--- src/switch_ctl_pkg.sv ---
// constants and carrier types shared by the channel mode controller
package switch_ctl_pkg;
  localparam int CLK_KHZ       = 25000;
  localparam int WDTO_MS       = 310;
  localparam int WDTO_CYC      = WDTO_MS * CLK_KHZ;
  localparam int IN_TO_MS      = 250;
  localparam int IN_TO_CYC     = IN_TO_MS * CLK_KHZ;
  localparam int READY_US      = 50;
  localparam int READY_CYC     = READY_US * CLK_KHZ / 1000;
  localparam int PWM_MAX_HZ    = 1000;
  localparam int PWM_STEPS     = 256;
  localparam int INT_DIV_CYC   = (CLK_KHZ * 1000 + PWM_MAX_HZ * PWM_STEPS - 1) / (PWM_MAX_HZ * PWM_STEPS);
  localparam int NUM_SO_REGS   = 13;
  // serial word layout
  localparam int WORD_BITS     = 16;
  localparam int WD_BIT        = 15;
  localparam int ADDR_HI       = 12;
  localparam int ADDR_LO       = 9;
  localparam logic [4:0] WORD_BITS_5 = 5'd16;
  // write addresses
  localparam logic [3:0] ADDR_SO_SEL = 4'h0;
  localparam logic [3:0] ADDR_PW_A   = 4'h1;
  localparam logic [3:0] ADDR_CFG_A  = 4'h3;
  localparam logic [3:0] ADDR_OC_A   = 4'h5;
  localparam logic [3:0] ADDR_GCFG   = 4'h7;
  // readback selections
  localparam logic [3:0] SO_STATUS   = 4'h0;
  localparam logic [3:0] SO_FLT_A    = 4'h1;
  localparam logic [3:0] SO_PW_A     = 4'h3;
  localparam logic [3:0] SO_CFG_A    = 4'h5;
  localparam logic [3:0] SO_OC_A     = 4'h7;
  localparam logic [3:0] SO_GCFG     = 4'h9;
  localparam logic [3:0] SO_WAKE     = 4'ha;
  localparam logic [3:0] SO_RAW_A    = 4'hb;
  localparam logic [3:0] SO_PREV     = 4'hd;
  // field positions
  localparam int PW_ON_BIT     = 8;
  localparam int CFG_PWM_EN    = 0;
  localparam int CFG_CLK_INT   = 1;
  localparam int CFG_DIR_DIS   = 2;
  localparam int CFG_PR_LO     = 3;
  localparam int CFG_DLY_LO    = 5;
  localparam int GCFG_WATCHDOG_DISABLE_BIT   = 0;
  localparam int GCFG_VDD_EN   = 1;
  localparam logic [8:0] REG_RST = 9'h000;
  // fault vector bit order
  localparam int FLT_OPEN_LOAD = 0;
  localparam int FLT_SHORT_BAT = 1;
  localparam int FLT_SEVERE    = 2;
  localparam int FLT_OVERCUR   = 3;
  localparam int FLT_OVERTEMP  = 4;
  localparam int FLT_CLK_FAIL  = 5;
  localparam int FLT_UNDERV    = 6;
  localparam int FLT_OVERV     = 7;
  localparam logic [7:0] MODE_FLT_MASK = 8'hfc;

  typedef enum logic [1:0] {MODE_SLEEP, MODE_NORMAL, MODE_FAILSAFE, MODE_FAULT} mode_e;

  typedef struct packed {
    logic [8:0]  pw;
    logic [8:0]  cfg;
    logic [8:0]  oc;
    logic [7:0]  flt;
    logic [7:0]  phase;
    logic [9:0]  div;
    logic        in_on;
    logic        in_prev;
    logic [22:0] in_tmr;
    logic        hson;
  } chan_s;

  typedef struct packed {
    mode_e       mode;
    chan_s [1:0] ch;
    logic [8:0]  gcfg;
    logic [3:0]  sel;
    logic [15:0] rx;
    logic [4:0]  rx_cnt;
    logic [15:0] tx;
    logic [15:0] prev_word;
    logic        so_bit;
    logic        sclk_prev;
    logic        cs_prev;
    logic        ext_prev;
    logic        rst_prev;
    logic        wake_prev;
    logic [22:0] wd_tmr;
    logic        wd_last;
    logic        wd_to;
    logic        vdd_seen;
    logic        vdd_lost;
    logic        fs_armed;
    logic        fs_ind;
    logic [10:0] rdy_tmr;
    logic        ready;
  } state_s;
endpackage

--- src/switch_channel_mode_control.sv ---
// mode control, serial port and per-channel on/off command of a dual high side switch
// Summary of operation
// - serial output driven only while chip select is low, else released
// - serial output bit changes only on serial clock rising edges
// - shift out one of thirteen readback registers or the previous word
// - readback works only while the interface supply is present
// - fail-safe flag pin pulled low on lost communication or supply failure
// - four modes sleep, normal, fail-safe, fault; two independent channels
// - normal mode flag reads one; reached by direct input or reset input wake
// - normal only when awake and neither fail-safe nor fault holds
// - wake event resets registers, enters normal, ready after 50 us
// - per-channel pulse width, configuration and overcurrent registers
// - normal mode drives channels from direct input or pwm module
// - pwm up to 1 kHz from internal or external clock
// - direct mode on command follows the direct input level
// - internal clock select bit one times channel from internal clock
// - external clock mode takes period from external pwm clock
// - target on from enabled direct input, or on bit without pwm
// - with pwm, target on is on bit gated by duty waveform
// - status register shows on state and fault per channel
// - eight distinct fault types kept per channel
// - watchdog bit must toggle within 310 ms unless disabled, else fail-safe
// - input activity flag drops after 250 ms idle; sleep when all low
// - fail-safe: direct control only, registers blocked and reset, faults cleared
// - enabled fault in normal or fail-safe enters fault mode
`timescale 1ns/1ps
`default_nettype none
module switch_channel_mode_control
  import switch_ctl_pkg::*;
#(
  parameter int WDTO_CYCLES  = WDTO_CYC,
  parameter int IN_TO_CYCLES = IN_TO_CYC
) (
  input  wire logic       ref_clk,
  input  wire logic       rst_n,
  input  wire logic       reset_n_input,
  input  wire logic [1:0] dir_in,
  input  wire logic       ext_pwm_clk,
  input  wire logic       vdd_ok,
  input  wire logic [7:0] fault_a,
  input  wire logic [7:0] fault_b,
  input  wire logic       chip_select_n,
  input  wire logic       spi_sclk,
  input  wire logic       spi_si,
  output logic            spi_so,
  output logic            spi_so_oe,
  output logic            failsafe_flag_n,
  output logic            failsafe_flag_n_oe,
  output logic            switch_output_a,
  output logic            switch_output_b,
  output mode_e           mode,
  output logic            normal_mode_flag,
  output logic            func_ready
);

  logic [1:0] rst_sync;
  logic       rst_sync_n;
  state_s     state_reg;
  state_s     state_next;

  function automatic logic [9:0] div_limit(input logic [1:0] pr);
    div_limit = 10'(INT_DIV_CYC * (int'(pr) + 1) - 1);
  endfunction

  function automatic logic mode_fault(input logic [7:0] f);
    mode_fault = |(f & MODE_FLT_MASK);
  endfunction

  // back to defaults, faults untouched
  function automatic state_s regs_default(input state_s s);
    state_s r;
    r = s;
    for (int c = 0; c < 2; c++) begin
      r.ch[c].pw  = REG_RST;
      r.ch[c].cfg = REG_RST;
      r.ch[c].oc  = REG_RST;
    end
    r.gcfg = REG_RST;
    r.sel  = SO_STATUS;
    return r;
  endfunction

  always_ff @(posedge ref_clk or negedge rst_n) begin
    if (!rst_n) begin
      rst_sync <= 2'b00;
    end else begin
      rst_sync <= {rst_sync[0], 1'b1};
    end
  end
  assign rst_sync_n = rst_sync[1];

  logic [7:0]  flt_in [2];
  logic        wake;
  logic        fault_cond;
  logic        fs_cond;
  logic        sclk_rise;
  logic        sclk_fall;
  logic        cs_fall;
  logic        cs_rise;
  logic        ext_rise;
  logic        tick;
  logic        wave;
  logic        din_on;
  logic [3:0]  waddr;
  logic [8:0]  wdata;
  logic [8:0]  so_val;
  logic [8:0]  status_val;
  mode_e       mode_new;

  always_comb begin
    state_next = state_reg;
    flt_in[0]  = fault_a;
    flt_in[1]  = fault_b;
    sclk_rise  = spi_sclk & ~state_reg.sclk_prev;
    sclk_fall  = ~spi_sclk & state_reg.sclk_prev;
    cs_fall    = ~chip_select_n & state_reg.cs_prev;
    cs_rise    = chip_select_n & ~state_reg.cs_prev;
    ext_rise   = ext_pwm_clk & ~state_reg.ext_prev;
    waddr      = state_reg.rx[ADDR_HI:ADDR_LO];
    wdata      = state_reg.rx[8:0];
    tick       = 1'b0;
    wave       = 1'b0;
    din_on     = 1'b0;
    state_next.sclk_prev = spi_sclk;
    state_next.cs_prev   = chip_select_n;
    state_next.ext_prev  = ext_pwm_clk;
    state_next.rst_prev  = reset_n_input;

    // input activity; a held-high input counts as active
    for (int c = 0; c < 2; c++) begin
      state_next.ch[c].in_prev = dir_in[c];
      if (dir_in[c]) begin
        state_next.ch[c].in_on  = 1'b1;
        state_next.ch[c].in_tmr = '0;
      end else if (state_reg.ch[c].in_on) begin
        if (state_reg.ch[c].in_tmr >= 23'(IN_TO_CYCLES - 1)) begin
          state_next.ch[c].in_on = 1'b0;
        end else begin
          state_next.ch[c].in_tmr = state_reg.ch[c].in_tmr + 23'd1;
        end
      end
    end
    wake = reset_n_input | state_reg.ch[0].in_on | state_reg.ch[1].in_on;
    state_next.wake_prev = wake;
    // a wake starts clean, else a stale fail-safe cause would block normal mode
    if (wake & ~state_reg.wake_prev) begin
      state_next.vdd_lost = 1'b0;
      state_next.wd_to    = 1'b0;
      state_next.fs_armed = 1'b0;
    end

    // supply loss only counts after the supply was seen once
    if (vdd_ok) begin
      state_next.vdd_seen = 1'b1;
    end
    if (state_reg.vdd_seen & ~vdd_ok & state_reg.gcfg[GCFG_VDD_EN]) begin
      state_next.vdd_lost = 1'b1;
    end

    // watchdog restarts on every reset input rising edge
    if (reset_n_input & ~state_reg.rst_prev) begin
      state_next.wd_tmr = '0;
      state_next.wd_to  = 1'b0;
    end else if (reset_n_input & vdd_ok & ~state_reg.gcfg[GCFG_WATCHDOG_DISABLE_BIT] & state_reg.mode != MODE_SLEEP) begin
      if (state_reg.wd_tmr >= 23'(WDTO_CYCLES - 1)) begin
        state_next.wd_to = 1'b1;
      end else begin
        state_next.wd_tmr = state_reg.wd_tmr + 23'd1;
      end
    end

    // serial receive on falling clock edges
    if (sclk_fall & ~chip_select_n) begin
      state_next.rx = {state_reg.rx[WORD_BITS-2:0], spi_si};
      if (state_reg.rx_cnt < WORD_BITS_5) begin
        state_next.rx_cnt = state_reg.rx_cnt + 5'd1;
      end
    end

    // status word: on states, fault summaries, mode
    status_val = {2'b00, |state_reg.ch[1].flt, |state_reg.ch[0].flt,
                  state_reg.ch[1].hson, state_reg.ch[0].hson,
                  state_reg.mode == MODE_NORMAL, state_reg.mode};
    case (state_reg.sel)
      SO_STATUS:    so_val = status_val;
      SO_FLT_A:     so_val = {1'b0, state_reg.ch[0].flt};
      SO_FLT_A + 4'h1: so_val = {1'b0, state_reg.ch[1].flt};
      SO_PW_A:         so_val = state_reg.ch[0].pw;
      SO_PW_A + 4'h1:  so_val = state_reg.ch[1].pw;
      SO_CFG_A:        so_val = state_reg.ch[0].cfg;
      SO_CFG_A + 4'h1: so_val = state_reg.ch[1].cfg;
      SO_OC_A:         so_val = state_reg.ch[0].oc;
      SO_OC_A + 4'h1:  so_val = state_reg.ch[1].oc;
      SO_GCFG:         so_val = state_reg.gcfg;
      SO_WAKE:         so_val = {4'h0, state_reg.ready, state_reg.wd_to, state_reg.vdd_lost,
                                 state_reg.ch[1].in_on, state_reg.ch[0].in_on};
      SO_RAW_A:        so_val = {1'b0, fault_a};
      SO_RAW_A + 4'h1: so_val = {1'b0, fault_b};
      default:      so_val = 9'h000;
    endcase

    // load readback at frame start; reading a fault register clears it
    if (cs_fall) begin
      state_next.rx_cnt = '0;
      if (state_reg.sel == SO_PREV) begin
        state_next.tx = state_reg.prev_word;
      end else begin
        state_next.tx = {3'b000, state_reg.sel, so_val};
      end
      for (int c = 0; c < 2; c++) begin
        if (state_reg.sel == SO_FLT_A + 4'(c)) begin
          state_next.ch[c].flt = '0;
        end
      end
    end else if (sclk_rise & ~chip_select_n) begin
      state_next.so_bit = state_reg.tx[WORD_BITS-1];
      state_next.tx     = {state_reg.tx[WORD_BITS-2:0], 1'b0};
    end

    // complete word taken at chip select release
    if (cs_rise & (state_reg.rx_cnt == WORD_BITS_5) & reset_n_input) begin
      state_next.prev_word = state_reg.rx;
      state_next.wd_last   = state_reg.rx[WD_BIT];
      if (state_reg.rx[WD_BIT] != state_reg.wd_last) begin
        state_next.wd_tmr = '0;
      end
      if (state_reg.mode == MODE_FAILSAFE) begin
        // exit needs a word with the toggle bit set; after a supply loss, a second word in time too
        if (state_reg.fs_armed & ~state_reg.wd_to & vdd_ok) begin
          state_next.fs_armed = 1'b0;
          state_next.vdd_lost = 1'b0;
        end else if (state_reg.rx[WD_BIT]) begin
          state_next.fs_armed = 1'b1;
          state_next.wd_to    = 1'b0;
          state_next.wd_tmr   = '0;
        end
      end else if (state_reg.mode != MODE_SLEEP) begin
        case (waddr)
          ADDR_SO_SEL:    state_next.sel = wdata[3:0];
          ADDR_PW_A:      state_next.ch[0].pw = wdata;
          ADDR_PW_A + 4'h1:  state_next.ch[1].pw = wdata;
          ADDR_CFG_A:        state_next.ch[0].cfg = wdata;
          ADDR_CFG_A + 4'h1: state_next.ch[1].cfg = wdata;
          ADDR_OC_A:         state_next.ch[0].oc = wdata;
          ADDR_OC_A + 4'h1:  state_next.ch[1].oc = wdata;
          ADDR_GCFG:      state_next.gcfg = wdata;
          default:        state_next.sel = state_reg.sel;
        endcase
      end
    end

    // faults stick until read; a new fault wins over the clear
    for (int c = 0; c < 2; c++) begin
      state_next.ch[c].flt = state_next.ch[c].flt | flt_in[c];
    end
    fault_cond = mode_fault(fault_a) | mode_fault(fault_b);
    fs_cond = state_next.vdd_lost | (state_next.wd_to & ~state_next.gcfg[GCFG_WATCHDOG_DISABLE_BIT]);
    state_next.fs_ind = fs_cond & wake;

    if (!wake) begin
      mode_new = MODE_SLEEP;
    end else if (fault_cond) begin
      mode_new = MODE_FAULT;
    end else if (fs_cond) begin
      mode_new = MODE_FAILSAFE;
    end else begin
      mode_new = MODE_NORMAL;
    end
    state_next.mode = mode_new;

    if (wake & ~state_reg.wake_prev) begin
      state_next         = regs_default(state_next);
      state_next.rdy_tmr = '0;
      state_next.ready   = 1'b0;
      state_next.wd_tmr  = '0;
    end else if (mode_new == MODE_FAILSAFE && state_reg.mode != MODE_FAILSAFE) begin
      state_next = regs_default(state_next);
      for (int c = 0; c < 2; c++) begin
        state_next.ch[c].flt = flt_in[c];
      end
    end else if (mode_new == MODE_NORMAL && state_reg.mode == MODE_FAILSAFE) begin
      state_next = regs_default(state_next);
    end else if (!state_reg.ready && wake) begin
      if (state_reg.rdy_tmr >= 11'(READY_CYC - 1)) begin
        state_next.ready = 1'b1;
      end else begin
        state_next.rdy_tmr = state_reg.rdy_tmr + 11'd1;
      end
    end

    // pwm phase per channel, internal divider or external edges
    for (int c = 0; c < 2; c++) begin
      if (state_reg.ch[c].cfg[CFG_CLK_INT]) begin
        tick = state_reg.ch[c].div >= div_limit(state_reg.ch[c].cfg[CFG_PR_LO+:2]);
        state_next.ch[c].div = tick ? 10'd0 : state_reg.ch[c].div + 10'd1;
      end else begin
        tick = ext_rise;
        state_next.ch[c].div = '0;
      end
      if (tick) begin
        state_next.ch[c].phase = state_reg.ch[c].phase + 8'd1;
      end
      // turn-on delay shifts the duty window within the period
      wave = 8'(state_reg.ch[c].phase - {state_reg.ch[c].cfg[CFG_DLY_LO+:3], 5'd0})
             < state_reg.ch[c].pw[7:0];
      din_on = dir_in[c] & ~state_reg.ch[c].cfg[CFG_DIR_DIS];
      case (mode_new)
        MODE_NORMAL: state_next.ch[c].hson = state_reg.ready & (din_on | (state_reg.ch[c].pw[PW_ON_BIT] &
                       (state_reg.ch[c].cfg[CFG_PWM_EN] ? wave : 1'b1)));
        MODE_FAILSAFE: state_next.ch[c].hson = dir_in[c];
        default: state_next.ch[c].hson = 1'b0;
      endcase
    end
  end

  always_ff @(posedge ref_clk or negedge rst_sync_n) begin
    if (!rst_sync_n) begin
      state_reg <= '0;
    end else begin
      state_reg <= state_next;
    end
  end

  // no interface supply, no readback
  assign spi_so             = state_reg.so_bit;
  assign spi_so_oe          = ~chip_select_n & vdd_ok;
  assign failsafe_flag_n    = 1'b0;
  assign failsafe_flag_n_oe = state_reg.fs_ind;
  assign switch_output_a    = state_reg.ch[0].hson;
  assign switch_output_b    = state_reg.ch[1].hson;
  assign mode               = state_reg.mode;
  assign normal_mode_flag   = state_reg.mode == MODE_NORMAL;
  assign func_ready         = state_reg.ready;

endmodule // switch_channel_mode_control
`default_nettype wire

--- config.mk ---
export PLATFORM = sky130hd
export DESIGN_NAME = switch_channel_mode_control
export DESIGN_NICKNAME = d
export VERILOG_FILES = /design/src/switch_ctl_pkg.sv /design/src/switch_channel_mode_control.sv
export SDC_FILE = /design/constraint.sdc
export NUM_CORES = 1
export LEC_CHECK = 0
export BUFFER_PORTS_ARGS = -buffer_cell sky130_fd_sc_hd__buf_4
export CAP_MARGIN = 10
export CORE_ASPECT_RATIO = 0.6
export CORE_MARGIN = 1.5
export CORE_UTILIZATION = 45
export CTS_CLUSTER_DIAMETER = 40
export DETAILED_ROUTE_END_ITERATION = 16
export SLEW_MARGIN = 15
export SYNTH_ARGS = -nofsm -noshare
export SYNTH_HDL_FRONTEND = slang
export SYNTH_SLANG_ARGS = --single-unit
--- constraint.sdc ---
create_clock -name ref_clk -period 19.21 [get_ports ref_clk]
set_input_delay 3.842 -clock ref_clk [delete_from_list [all_inputs] [get_ports ref_clk]]
set_output_delay 3.842 -clock ref_clk [all_outputs]
set_load 0.02 [all_outputs]
### Yosys cells after proc, flatten, opt, wreduce, memory -nomap -nowiden

Cells that the tools add are included.

| operators by class | value |
|---|---|
| add/sub/neg operators | 15 |
| $mul | 2 |
| order comparisons | 9 |
| eq/ne operators | 31 |
| multiplexer cells | 88 |
| bitwise gates (word level) | 48 |
| reduce and logical (&&, ||, !) cells | 33 |

Operator list:

| operator | count |
|---|---|
| $mux W271 | 2 |
| $mux W23 | 13 |
| $mux W259 | 1 |
| $mux W27 | 6 |
| $pmux W9 S13 | 1 |
| $add A23 B1 Y23 const B | 3 |
| $ge A23 B23 Y1 const B | 3 |
| $mux W16 | 4 |
| $mux W9 | 7 |
| $mux W8 | 6 |
| $mux W10 | 4 |
| $reduce_and A4 Y1 | 10 |
| $reduce_bool A4 Y1 | 10 |
| $mux W13 | 3 |
| $eq A4 B3 Y1 const B | 8 |
| $and A1 B1 Y1 | 27 |
| $mux W1 | 25 |
| $mux W25 | 1 |
| $eq A4 B4 Y1 const B | 6 |
| $mux W12 | 2 |
| $mux W21 | 1 |
| $add A10 B1 Y10 const B | 2 |
| $ge A10 B10 Y1 | 2 |
| $sub A10 B1 Y10 const B | 2 |
| other kinds (31) | 77 |

| word-level totals | value |
|---|---|
| bits in registers | 273 |

### Longest topological paths before layout

| depth | value |
|---|---|
| depth in word-level cells | 22 |
| mapped depth | 12 |
| mapped depth without buffers | 12 |

### Least setup slack after synthesis

Ideal clock, no wire load.

| timing | value |
|---|---|
| kind | input-to-output |
| from | input port chip_select_n |
| to | output port spi_so_oe |
| arrival time | 4307 ps |
| data required time | 15368 ps |
| path slack | 11061 ps |
| stages | 2 |
| path through | buf_2 > nor2b_1 |

| between the ends | value |
|---|---|
| longest elaborated chain between the ends | 2 |

RTL lines:

| element | line | RTL |
|---|---|---|
| start, declared | switch_channel_mode_control.sv:42 | `input wire logic chip_select_n,` |
| $not A1 Y1 | switch_channel_mode_control.sv:326 | `assign spi_so_oe = ~chip_select_n & vdd_ok;` |
| $and A1 B1 Y1 | switch_channel_mode_control.sv:326 |  |
| end, declared | switch_channel_mode_control.sv:46 | `output logic spi_so_oe,` |

No other way between the ends.

### Worst setup path after layout

Ends and elaborated chain as after synthesis.

==> flow_summary.toml <==
[outcome]
outcome = "finished clean"

[drt]
drc = 0
first_pass_iters = 8
drtIter0Drc = 1012
wl_met1_um = 18300
dr.max_layer_used = "met4"
vias = 10900
drt-total-wl_um = 36900
routed_via_density = 5.71
wl_per_cell_um = 19.3
antenna_left = 0
wl_met2_um = 14300
met3_length_um = 3620

[place]
dp_slack_ns = 11.09
port_buffers = 34
routabilityCongestion = 0.985
post_dp_cell_area_um2 = 14800
dp_hpwl_um = 26000

[layout]
fillers = 2907
fin_area_um2 = 15900
nets = 1547
final-seq-area_um2 = 6810
syn_to_final_growth_pct = 12.2
largest_reg_flops = 263
multi_input_area_um2 = 6900
num_antenna_cells = 0
drive_above_1_share = 0.0946

[floorplan]
core_um2 = 31000
die_h_um = 140
die_width_um = 232
initial_core_util = 0.456
io_pins = 36
dieArea_um2 = 32500
rows = 50

[timing]
maxSlewHeadroom = 0.239
finalHoldViolCount = 0
layout_setup_ws_ns = 11.09
final_min_period_over_clock_period = 0.423
fin_skew_ns = 0.0181
setup_tns_ns = 0
worstMarginPinSlew_ns = 1.13
layout_min_cycle_time_ns = 8.12
setup_viol = 0
fmax_ghz = 0.123
drv_slew = 0
rsz0062_at_grt = "no"

[global_routing]
grt_first_pass_wirelength_um = 58700
grt_overflow = 0
grt_pass1_vias = 10400
grt_usage = 0.232
grt_max_degree = 80
antenna_found_initial = 0

[clocking]
htreeDepth = 2
clk_pin_slew_worst_paths_ns = 0.06
postCtsResizedCells = 0
cts_setup_buffers = 0
cts_tree = "yes"
clk_latency_ns = 0.52
numCtsBuffers = 35
cts_root_buffer = "clkbuf_16"
clk_path_buf_depth = 3
cts_sinks = 272
cts_hold_buffers = 0

[worst_setup_path]
crit_slowest_cell = "buf_4"
r2r_setup_slack_ns = 15.43
reg2regPathDepth = 7
cp-startpoint = "chip_select_n"
cp-start-kind = "primary input"
crit_type = "in2out"
crit_arrival_ns = 4.28
slowest_delay_ns = 0.16
crit_top_cell = "buf_4"
worstSetupEndpointType = "output port"
crit_path_end = "spi_so_oe"
reg2reg_to = "state_reg[242]$_DFF_PN0_"
worstPathMaxFanout = 11
crit_chain = "buf_4 -> nor2b_1 -> buf_4"
required_ns = 15.37
r2r_start = "state_reg[96]$_DFFE_PN0P_"

[synthesis]
synth_cell_types = 77
synth_edf_count = 0
ys_ff_latch = 272
avgSynthCellArea_um2 = 9.76
synthCells = 1448
yosys_most_used_dff = "dfrtp_1"
yosysWarnings = 0
ys_seq_area_frac = 0.481
async_flop_share = 1.00
syn_area_um2 = 14100

[power]
power_density_nw_per_um2 = 88.9
total_power_mw = 1.41
peakVddDrop_uv = 58.1
p_leak_nw = 7.09

[min_path]
hold_path_class = "reg2async"

[job]
cap_violations = 0
stage by stage:
| step | hold slack (ns) | instances | utilization |
|---|---|---|---|
| 6_report | 0.366 | 1906 | 0.511 |
| 5_1_grt | 0.369 | 1906 | 0.511 |
| 4_1_cts | 0.367 | 1906 | 0.511 |
| 3_5_place_dp | 0.354 | 1846 | 0.476 |
| 3_3_place_gp | 0.337 | 1846 | 0.476 |
| 2_1_floorplan | 0.331 | 1450 | - |
cell usage after synthesis, types with 8 or more instances:
master	n	area share
a211oi_1	9	0.0048
nand2_1	150	0.040
xnor2_1	37	0.023
and3_1	25	0.011
clkbuf_1	40	0.011
nor2_1	202	0.054
buf_1	9	0.0024
nand4_1	24	0.011
nand2b_1	10	0.0044
and2_1	13	0.0058
buf_2	13	0.0046
xor2_1	67	0.042
nor4_1	14	0.0062
ha_1	52	0.046
mux2i_1	81	0.057
a21oi_1	49	0.017
a31oi_1	15	0.0066
or3_1	10	0.0044
nand3_1	64	0.023
mux2_2	23	0.018
inv_1	46	0.012
a21o_1	24	0.013
a221oi_1	11	0.0068
o21ai_0	40	0.014
nor2b_1	12	0.0053
dfrtp_1	272	0.48
nor3_1	27	0.0096
o211ai_1	8	0.0042
cell families (layout without fill, tap and decap cells):
kind of cell,after synthesis,count (layout),synth area share
muxes,104,104,0.0757
buffers and inverters,114,154,0.0324
other,2,4,0.000531
DFF,272,272,0.481
and+or+nand+nor,589,589,0.196
xor gates and xnor gates,104,104,0.0644
AOI/OAI and AO/OA,209,209,0.100
adders and majority gates,54,54,0.0488
critical path: cells and delay by family:
kind | cells | cell delay [ns]
AND/OR/NAND/NOR | 1 | 0.12
buffers and inverters | 2 | 0.31
routing by layer:
layer | GRT usage | vias up
met3 | 0.0792 | 58
met4 | 0.0571 | 0
met2 | 0.295 | 369
li1 | - | 5107
met1 | 0.366 | 5355
met5 | 0 | -
how the worst min path moves through the flow:
stage,from,slack (ns),cells past startpoint,endpoint
final,rst_sync[1]$_DFF_PN0_,0.37,0,state_reg[26]$_DFF_PN0_
after floorplan,rst_sync[0]$_DFF_PN0_,0.33,0,rst_sync[1]$_DFF_PN0_
after global routing,rst_sync[0]$_DFF_PN0_,0.37,0,rst_sync[1]$_DFF_PN0_
after detailed placement,rst_sync[0]$_DFF_PN0_,0.35,0,rst_sync[1]$_DFF_PN0_
after global placement,rst_sync[0]$_DFF_PN0_,0.34,0,rst_sync[1]$_DFF_PN0_
after CTS,rst_sync[0]$_DFF_PN0_,0.37,0,rst_sync[1]$_DFF_PN0_
layout by cell type (no fill, tap or decap), drive strengths merged, types with 4 or more instances in the layout:
cell,count
conb,4
nor3,29
buf,47
clkinvlp,5
a21o,24
a222oi,4
clkinv,8
a211oi,9
o21ai,41
nand2,151
nor3b,6
or3,10
mux2,23
clkbuf,40
dfrtp,272
and2,13
nand3b,4
and3,26
nand4,24
nor4,14
a32oi,6
a31oi,16
nor2,203
xor2,67
nand3,64
mux2i,81
a221oi,11
nand2b,10
nor2b,12
a32o,4
xnor2,37
a21oi,49
a22o,5
inv,51
and4,6
o211ai,8
ha,52
a22oi,4
final cells by class:
cell class                 count  share of cell area
sequential                   272               0.429
tap                          416              0.0328
multi-input combinational   1064               0.435
clock buffer                  40              0.0564
inverter                      47              0.0111
clock inverter                20              0.0134
timing repair buffer          47              0.0222
report_power, final:
part / leakage [nW] / internal (mW) / switching, mW
registers: 3.59 / 0.604 / 0.0493
logic: 2.97 / 0.0542 / 0.0660
clock network: 0.532 / 0.379 / 0.258
total: 7.09 / 1.04 / 0.374
No activity file was read; power rests on OpenSTA's default activity.
